--- config.mk ---
export PLATFORM = sky130hd
export DESIGN_NAME = slm_top
export DESIGN_NICKNAME = d
export VERILOG_FILES = /design/src/core/slm_pkg.sv /design/src/core/slm_reg_if.sv /design/src/core/slm_wb_slave.sv /design/src/core/slm_err_counter.sv /design/src/core/slm_top.sv
export SDC_FILE = /design/constraint.sdc
export NUM_CORES = 1
export LEC_CHECK = 0
export BUFFER_PORTS_ARGS = -buffer_cell sky130_fd_sc_hd__buf_2
export CAP_MARGIN = 20
export CORE_MARGIN = 8
export CORE_UTILIZATION = 58
export DETAILED_ROUTE_END_ITERATION = 16
export PLACE_DENSITY = 0.8
export SLEW_MARGIN = 30
export SYNTH_ARGS = -nofsm -noshare
export SYNTH_HDL_FRONTEND = slang
export SYNTH_SLANG_ARGS = --single-unit
export TNS_END_PERCENT = 20
--- constraint.sdc ---
create_clock -name clk_i -period 2.6 [get_ports clk_i]
set_clock_uncertainty 0.2 [all_clocks]
set_input_delay 0.26 -clock clk_i [delete_from_list [all_inputs] [get_ports clk_i]]
set_output_delay 0.26 -clock clk_i [all_outputs]
set_load 0.005 [all_outputs]
--- src/core/slm_pkg.sv ---
package slm_pkg;
    // register indices; byte address is four times the index
    localparam logic [10:0] IDX_STRAY_CHAR = 11'h46F;
    localparam logic [10:0] IDX_CODE_GROUP = 11'h470;
    localparam logic [10:0] IDX_FRAME_LOCK = 11'h471;
    localparam logic [10:0] IDX_CHECKSUM = 11'h472;
    localparam logic [10:0] IDX_ALIGNMENT = 11'h473;
    localparam logic [10:0] IDX_FRAME_SIZE = 11'h476;
    localparam logic [10:0] IDX_IRQ_VECTOR = 11'h47A;
    localparam logic [10:0] IDX_LIMIT = 11'h47C;
    localparam logic [10:0] IDX_IRQ_MASK = 11'h480;

    localparam int ADR_W = 11;
    localparam int ADR_LSB = 2;
    localparam int REG_W = 8;
    localparam int BUS_W = 32;
    localparam int SEL_W = 4;
    localparam int LANE_ADR_W = 3;

    // command register fields
    localparam int CMD_CLR_IRQ = 7;
    localparam int CMD_HALT = 6;
    localparam int CMD_ZERO = 5;
    localparam int CMD_LANE_LSB = 0;
    localparam int FLAG_CLR_BIT = 7;

    // interrupt vector layout
    localparam int VEC_CODE_GROUP = 0;
    localparam int VEC_FRAME_LOCK = 1;
    localparam int VEC_CHECKSUM = 2;
    localparam int VEC_ALIGNMENT = 3;
    localparam int VEC_STRAY_CHAR = 5;

    localparam logic [7:0] FRAME_SIZE_RST = 8'h01;
    localparam logic [7:0] LIMIT_RST = 8'hFF;
    localparam logic [7:0] REG_ZERO = 8'h00;
endpackage : slm_pkg

--- src/core/slm_reg_if.sv ---
`timescale 1ns/1ns
`default_nettype none
interface slm_reg_if;
    logic wr_stb;
    logic [slm_pkg::ADR_W-1:0] idx;
    logic [slm_pkg::REG_W-1:0] wdata;
    logic [slm_pkg::REG_W-1:0] rdata;
    modport bus (output wr_stb, output idx, output wdata, input rdata);
    modport regs (input wr_stb, input idx, input wdata, output rdata);
endinterface : slm_reg_if
`default_nettype wire

--- src/core/slm_wb_slave.sv ---
`timescale 1ns/1ns
`default_nettype none
module slm_wb_slave (
    // clock and reset
    input wire logic clk_i,
    input wire logic rst_i,
    // wishbone
    input wire logic wb_cyc_i,
    input wire logic wb_stb_i,
    input wire logic wb_we_i,
    input wire logic [slm_pkg::ADR_W+slm_pkg::ADR_LSB-1:0] wb_adr_i,
    input wire logic [slm_pkg::SEL_W-1:0] wb_sel_i,
    input wire logic [slm_pkg::BUS_W-1:0] wb_dat_i,
    output logic [slm_pkg::BUS_W-1:0] wb_dat_o,
    output logic wb_ack_o,
    // register side
    slm_reg_if.bus rg
);
    import slm_pkg::*;

    logic ack_q;
    logic [BUS_W-1:0] dat_q;
    wire req = wb_cyc_i & wb_stb_i & ~ack_q;

    // only lane 0 carries data, so a write without it is dropped
    assign rg.wr_stb = req & wb_we_i & wb_sel_i[0];
    assign rg.idx = wb_adr_i[ADR_W+ADR_LSB-1:ADR_LSB];
    assign rg.wdata = wb_dat_i[REG_W-1:0];

    always_ff @(posedge clk_i) begin
        if (rst_i) begin
            ack_q <= 1'b0;
            dat_q <= '0;
        end else begin
            ack_q <= req;
            dat_q <= {{(BUS_W-REG_W){1'b0}}, rg.rdata};
        end
    end

    assign wb_ack_o = ack_q;
    assign wb_dat_o = dat_q;
endmodule : slm_wb_slave
`default_nettype wire

--- src/core/slm_err_counter.sv ---
`timescale 1ns/1ns
`default_nettype none
module slm_err_counter #(
    parameter int CNT_W = 8
) (
    // clock and reset
    input wire logic clk_i,
    input wire logic rst_i,
    // events and commands
    input wire logic err_i,
    input wire logic halt_i,
    input wire logic zero_i,
    input wire logic [CNT_W-1:0] limit_i,
    // state
    output logic over_o
);
    logic [CNT_W-1:0] cnt_q;
    logic [CNT_W-1:0] cnt_d;
    logic run_q;
    wire full = &cnt_q;

    // saturates so a flood of errors never wraps back below the limit
    assign cnt_d = zero_i ? '0 :
                   (err_i & run_q & ~halt_i & ~full) ? cnt_q + 1'b1 : cnt_q;

    always_ff @(posedge clk_i) begin
        if (rst_i) begin
            cnt_q <= '0;
            run_q <= 1'b1;
        end else begin
            cnt_q <= cnt_d;
            run_q <= halt_i ? 1'b0 : (zero_i ? 1'b1 : run_q);
        end
    end

    assign over_o = (cnt_q >= limit_i);
endmodule : slm_err_counter
`default_nettype wire

--- src/core/slm_top.sv ---
// Behaviour
// - a lane's stray-character status bit sets when its count reaches the limit
// - command bit 7 clears the stray-character interrupt of the named lane
// - command bit 6 stops the named lane's stray-character counter
// - command bit 5 zeroes the named lane's stray-character counter
// - the lane number in bits 2..0 selects where bits 7..5 act
// - one code-group lock bit per lane, 0 lost, 1 achieved
// - bit 7 write clears code-group interrupt, held at vector bit 0
// - any code-group lock loss raises the sync request to the transmitter
// - live frame lock per lane; bit 7 write clears its interrupt
// - frame lock loss starts a new link synchronisation by itself
// - per lane, 1 when the last checksum matched, else 0
// - bit 7 write clears checksum interrupt, held at vector bit 2
// - one alignment lock bit per lane; bit 7 clears vector bit 3
// - alignment lock loss is also shown on the sync request outputs
// - each lane's count is compared with the common limit register
`timescale 1ns/1ns
`default_nettype none
module slm_top #(
    parameter int LANES = 8,
    parameter int CNT_W = 8
) (
    // clock and reset
    input wire logic clk_i,
    input wire logic rst_i,
    // wishbone slave
    input wire logic wb_cyc_i,
    input wire logic wb_stb_i,
    input wire logic wb_we_i,
    input wire logic [slm_pkg::ADR_W+slm_pkg::ADR_LSB-1:0] wb_adr_i,
    input wire logic [slm_pkg::SEL_W-1:0] wb_sel_i,
    input wire logic [slm_pkg::BUS_W-1:0] wb_dat_i,
    output logic [slm_pkg::BUS_W-1:0] wb_dat_o,
    output logic wb_ack_o,
    // lane status from the deserialiser
    input wire logic [LANES-1:0] stray_ctrl_char_error_i,
    input wire logic [LANES-1:0] code_group_lock_i,
    input wire logic [LANES-1:0] frame_lock_i,
    input wire logic [LANES-1:0] checksum_match_i,
    input wire logic [LANES-1:0] alignment_sequence_lock_i,
    // link control
    output logic sync_request_out_a_o,
    output logic sync_request_out_b_o,
    output logic resync_start_o,
    output logic [slm_pkg::REG_W-1:0] frame_size_o,
    // interrupt
    output logic irq_o
);
    import slm_pkg::*;

    function automatic logic [LANES-1:0] lane_hit(
        input logic [LANE_ADR_W-1:0] lane,
        input logic go
    );
        lane_hit = '0;
        lane_hit[lane] = go;
    endfunction

    slm_reg_if rg ();

    slm_wb_slave u_bus (
        .clk_i(clk_i),
        .rst_i(rst_i),
        .wb_cyc_i(wb_cyc_i),
        .wb_stb_i(wb_stb_i),
        .wb_we_i(wb_we_i),
        .wb_adr_i(wb_adr_i),
        .wb_sel_i(wb_sel_i),
        .wb_dat_i(wb_dat_i),
        .wb_dat_o(wb_dat_o),
        .wb_ack_o(wb_ack_o),
        .rg(rg)
    );

    // write decode
    wire wr_cmd = rg.wr_stb & (rg.idx == IDX_STRAY_CHAR);
    wire wr_cg = rg.wr_stb & (rg.idx == IDX_CODE_GROUP);
    wire wr_fl = rg.wr_stb & (rg.idx == IDX_FRAME_LOCK);
    wire wr_ck = rg.wr_stb & (rg.idx == IDX_CHECKSUM);
    wire wr_al = rg.wr_stb & (rg.idx == IDX_ALIGNMENT);
    wire wr_fs = rg.wr_stb & (rg.idx == IDX_FRAME_SIZE);
    wire wr_vec = rg.wr_stb & (rg.idx == IDX_IRQ_VECTOR);
    wire wr_lim = rg.wr_stb & (rg.idx == IDX_LIMIT);
    wire wr_msk = rg.wr_stb & (rg.idx == IDX_IRQ_MASK);

    // command pulses live only for the write cycle itself
    wire [LANE_ADR_W-1:0] cmd_lane =
        rg.wdata[CMD_LANE_LSB +: LANE_ADR_W];
    wire [LANES-1:0] clr_irq_hit =
        lane_hit(cmd_lane, wr_cmd & rg.wdata[CMD_CLR_IRQ]);
    wire [LANES-1:0] halt_hit =
        lane_hit(cmd_lane, wr_cmd & rg.wdata[CMD_HALT]);
    wire [LANES-1:0] zero_hit =
        lane_hit(cmd_lane, wr_cmd & rg.wdata[CMD_ZERO]);

    logic [REG_W-1:0] limit_q;
    logic [REG_W-1:0] frame_size_q;
    logic [REG_W-1:0] mask_q;
    logic [REG_W-1:0] vec_q;
    logic [LANES-1:0] over;
    logic [LANES-1:0] over_q;
    logic [LANES-1:0] stray_irq_q;
    logic [LANES-1:0] cg_q;
    logic [LANES-1:0] fl_q;
    logic [LANES-1:0] ck_q;
    logic [LANES-1:0] al_q;
    logic sync_a_q;
    logic sync_b_q;
    logic resync_q;
    logic irq_q;

    // per-lane stray character counters
    for (genvar g = 0; g < LANES; g++) begin : g_lane
        slm_err_counter #(
            .CNT_W(CNT_W)
        ) u_cnt (
            .clk_i(clk_i),
            .rst_i(rst_i),
            .err_i(stray_ctrl_char_error_i[g]),
            .halt_i(halt_hit[g]),
            .zero_i(zero_hit[g]),
            .limit_i(limit_q[CNT_W-1:0]),
            .over_o(over[g])
        );
    end

    // loss events: a lock bit that was high and is now low, plus over_rise for a lane newly over the limit
    wire [LANES-1:0] cg_loss = cg_q & ~code_group_lock_i;
    wire [LANES-1:0] fl_loss = fl_q & ~frame_lock_i;
    wire [LANES-1:0] ck_bad = ck_q & ~checksum_match_i;
    wire [LANES-1:0] al_loss = al_q & ~alignment_sequence_lock_i;
    wire [LANES-1:0] over_rise = over & ~over_q;

    // sticky vector: an event in the clearing cycle still lands
    logic [REG_W-1:0] vec_set;
    logic [REG_W-1:0] vec_clr;
    always_comb begin
        vec_set = '0;
        vec_set[VEC_CODE_GROUP] = |cg_loss;
        vec_set[VEC_FRAME_LOCK] = |fl_loss;
        vec_set[VEC_CHECKSUM] = |ck_bad;
        vec_set[VEC_ALIGNMENT] = |al_loss;
        vec_clr = '0;
        if (wr_vec) begin
            vec_clr = rg.wdata;
        end
        vec_clr[VEC_CODE_GROUP] = vec_clr[VEC_CODE_GROUP]
                                | (wr_cg & rg.wdata[FLAG_CLR_BIT]);
        vec_clr[VEC_FRAME_LOCK] = vec_clr[VEC_FRAME_LOCK]
                                | (wr_fl & rg.wdata[FLAG_CLR_BIT]);
        vec_clr[VEC_CHECKSUM] = vec_clr[VEC_CHECKSUM]
                              | (wr_ck & rg.wdata[FLAG_CLR_BIT]);
        vec_clr[VEC_ALIGNMENT] = vec_clr[VEC_ALIGNMENT]
                               | (wr_al & rg.wdata[FLAG_CLR_BIT]);
        vec_clr[VEC_STRAY_CHAR] = 1'b0;
    end

    wire [REG_W-1:0] vec_d = (vec_q & ~vec_clr) | vec_set;
    wire [REG_W-1:0] vec_view = {vec_q[REG_W-1:VEC_STRAY_CHAR+1],
                                 |stray_irq_q,
                                 vec_q[VEC_STRAY_CHAR-1:0]};
    // sync request also covers the lanes being dropped this cycle
    wire sync_need = ~&code_group_lock_i
                   | ~&alignment_sequence_lock_i
                   | (|fl_loss);

    always_ff @(posedge clk_i) begin
        if (rst_i) begin
            limit_q <= LIMIT_RST;
            frame_size_q <= FRAME_SIZE_RST;
            mask_q <= REG_ZERO;
            vec_q <= REG_ZERO;
            over_q <= '0;
            stray_irq_q <= '0;
            cg_q <= '0;
            fl_q <= '0;
            ck_q <= '0;
            al_q <= '0;
            sync_a_q <= 1'b0;
            sync_b_q <= 1'b0;
            resync_q <= 1'b0;
            irq_q <= 1'b0;
        end else begin
            if (wr_lim) begin
                limit_q <= rg.wdata;
            end
            if (wr_fs) begin
                frame_size_q <= rg.wdata;
            end
            if (wr_msk) begin
                mask_q <= rg.wdata;
            end
            vec_q <= vec_d;
            over_q <= over;
            stray_irq_q <= (stray_irq_q & ~clr_irq_hit) | over_rise;
            cg_q <= code_group_lock_i;
            fl_q <= frame_lock_i;
            ck_q <= checksum_match_i;
            al_q <= alignment_sequence_lock_i;
            sync_a_q <= sync_need;
            sync_b_q <= sync_need;
            resync_q <= |fl_loss;
            irq_q <= |(vec_view & mask_q);
        end
    end

    // read path; unmapped indices read zero
    wire [LANES-1:0] rd_stray = over;
    wire [LANES-1:0] rd_cg = code_group_lock_i;
    wire [LANES-1:0] rd_fl = frame_lock_i;
    wire [LANES-1:0] rd_ck = checksum_match_i;
    wire [LANES-1:0] rd_al = alignment_sequence_lock_i;
    wire [REG_W-1:0] pad = '0;
    assign rg.rdata =
        (rg.idx == IDX_STRAY_CHAR) ? REG_W'({pad, rd_stray}) :
        (rg.idx == IDX_CODE_GROUP) ? REG_W'({pad, rd_cg}) :
        (rg.idx == IDX_FRAME_LOCK) ? REG_W'({pad, rd_fl}) :
        (rg.idx == IDX_CHECKSUM) ? REG_W'({pad, rd_ck}) :
        (rg.idx == IDX_ALIGNMENT) ? REG_W'({pad, rd_al}) :
        (rg.idx == IDX_FRAME_SIZE) ? frame_size_q :
        (rg.idx == IDX_IRQ_VECTOR) ? vec_view :
        (rg.idx == IDX_LIMIT) ? limit_q :
        (rg.idx == IDX_IRQ_MASK) ? mask_q : REG_ZERO;

    assign sync_request_out_a_o = sync_a_q;
    assign sync_request_out_b_o = sync_b_q;
    assign resync_start_o = resync_q;
    assign frame_size_o = frame_size_q;
    assign irq_o = irq_q;
endmodule : slm_top
`default_nettype wire

==> run metrics <==
Synth Area per Inst 8.432 µm²; Pwr Density 531.0 nW/µm²; Die H 143.4 µm; post-synthesis cell type count 82; initial antenna violation count 1; Period Utilization, post-route between 90 and 100%; Area growth, synth to finish 17.90%; Initial Util between 50% and 60%; Post-CTS Setup Bufs 0; DR WL/cell 19.29 µm; Mapped Cells 1116; setup_tns 0 ps; vias per cell 6.266; Peak supply drop around 0.47 mV; max reg flops between 60 and 70; Worst-path clk slew around 70 ps; H-Tree Depth 4; CTS max path bufs 2; Syn Std Cell Area 9410 µm²; Hold Startpoint wb_dat_i[1]; Area after DPL 10090 µm²; ys async rst share 0%; largest net degree at the start of global routing 64; vias between 9000 and 10000; clk sink count ~160; Seq/Total Area, Yosys between 30% and 40%; Worst-Skew Late Latency roughly 430 ps; CP arrival 2510 ps; GRT busiest layer met2; FP Rows 46; nets@finish 1412; DIE WIDTH 143.4 µm; first-pass GRT wire length between 40 and 50 mm; full die area 20560 µm²; Critical Path Fanout Max 5; residual DRC count 0; Top Ports 139; HPWL after DPL 19.90 mm; Synth Flop Type dfxtp_1; Total GRT Usage about 27%; cell area after layout 11090 µm²; Hold Fails Final Rpt 0; Post-synth EDFFs 0; met2 track demand over resource 43.70%; Fillers around 1300; final hold slack 46.95 ps; wirelength, routed around 28 mm; 1st-iter DRT viols 927; Fmax 416.6 MHz; kind of critical path register to register; via count of the first global-routing pass 8574; GPL Wtd Cong 0.9693; R2R Path Start limit_q[5]; Max Slew Vio Count 0; IO Port Bufs 85; Setup crit end kind register; core area 15890 µm²; total global routing overflow 0; Synth Warn # 0; min Tclk post-route 2400 ps; M1 GR Usage 34.91%; met3 Track Usage GR 6.536%; first drt pass iteration count 5; status finished clean; FF+latch count, synth between 150 and 200; CTS tree yes; Worst setup startpoint limit_q[5]; worst slew pin tran 654.6 ps; CP startpoint kind register; RSZ-0062 raised after global routing no; Top reg by flops g_lane.u_cnt.cnt_q; Max Cap Violations 0; Hold WC Path Type input port to register; slew margin rel. 55.96%; P_leak 4.739 nW; R2R setup slack 200 ps; CP Data Required Time 2710 ps; share of cells above drive strength 1 14.54%; DRT antenna net count 0; Root Buffer clkbuf_16; final setup violation count 0; Num CTS Buffers 17
cell usage after synthesis, drive strengths merged (7+ instances only):
master / count / area share, %
a2111oi: 8 / 0.82
a211o: 13 / 1.2
a211oi: 24 / 2.0
a21o: 12 / 0.96
a21oi: 77 / 4.1
a221oi: 11 / 1.0
and2: 12 / 0.82
and3: 9 / 0.60
buf: 53 / 3.7
clkbuf: 20 / 0.80
dfxtp: 163 / 35
ha: 72 / 9.6
inv: 74 / 3.0
mux2i: 8 / 0.85
nand2: 85 / 3.4
nand2b: 24 / 1.6
nand3: 48 / 2.6
nand3b: 12 / 0.96
nand4: 17 / 1.3
nor2: 63 / 2.5
nor2b: 28 / 1.9
nor3: 33 / 1.9
nor4: 15 / 1.2
o211ai: 7 / 0.56
o21ai: 54 / 3.3
o22ai: 21 / 1.4
o31ai: 14 / 1.1
or2: 8 / 0.53
or3: 14 / 0.93
or4: 15 / 1.2
xnor2: 19 / 1.8
metrics by stage:
stage | setup slack, ps | instances | total power [mW] | util (%)
final | 199.5 | 1476 | 5.891 | 69.84
after global routing | 12.77 | 1476 | 6.059 | 69.84
after CTS | 186.1 | 1475 | 5.869 | 69.82
after detailed placement | 207.5 | 1406 | 3.138 | 63.49
after global placement | 258.7 | 1406 | 3.122 | 63.49
after floorplan | 485.3 | 1139 | 2.983 | -
final timing paths:
check	end	depth (start not counted)
max	u_bus.wb_dat_o[1]	7
min	mask_q[1]	3
max reg2reg	u_bus.wb_dat_o[1]	7
min reg2reg	stray_irq_q[2]	1
per-layer routing:
layer | vias up | part of all wire, %
met5 | - | 0
met4 | 0 | 3.8
met3 | 109 | 9.5
met2 | 498 | 46
met1 | 4327 | 41
li1 | 4315 | -
where the power goes:
group | internal (mW) | switching (mW)
Sequential | 2.56 | 0.0440
Combinational | 0.226 | 0.323
Clock | 1.66 | 1.08
Total | 4.45 | 1.45
layout make-up:
class,instances,area (µm²),area share [%]
repair buffers,161,1116,10.06
clock buffers,20,456.7,4.116
clock inverters,12,177.7,1.601
flip-flops and latches,163,3263,29.41
diodes,1,2.502,0.02256
inverters,74,277.8,2.504
well taps,216,270.3,2.436
multi-input cells,829,5530,49.85
timing repair:
| action | 4_1_cts | 5_1_grt |
|---|---|---|
| gates resized for setup | 0 | 1 |
| hold buffers | 37 | 0 |
| setup endpoints to repair | 0 | 1 |
| endpoints found under the hold margin | 45 | 0 |
kinds of logic (layout without fill, tap and decap cells):
| logic type | after synthesis | after routing | synth area share [%] |
|---|---|---|---|
| AOI/OAI and AO/OA | 293 | 293 | 21.21 |
| other | 1 | 25 | 0.03985 |
| adders and majority gates | 72 | 72 | 9.573 |
| DFF | 163 | 163 | 34.68 |
| buffers and inverters | 147 | 267 | 7.486 |
| muxes | 10 | 10 | 1.090 |
| xor gates and xnor gates | 24 | 24 | 2.234 |
| and+or+nand+nor | 406 | 406 | 23.69 |
cell usage in the layout, fill, tap and decap left out, types with 28 or more instances in the layout:
cell type / count
nand2_1: 85
nor2b_1: 28
nand3_1: 48
inv_1: 74
nor2_1: 63
o21ai_0: 45
dlygate4sd3_1: 37
nor3_1: 32
buf_4: 38
ha_1: 72
buf_2: 84
dfxtp_1: 163
a21oi_1: 77
worst max-delay path, stage by stage, from the launching register on:
cell       delay (ps)
dfxtp_1           370
inv_1             180
ha_1              370
a2111oi_1         430
nand2_1            90
a41o_1            260
a221oi_1          290
nor3_1             90
No activity file was read; power rests on OpenSTA's default activity.
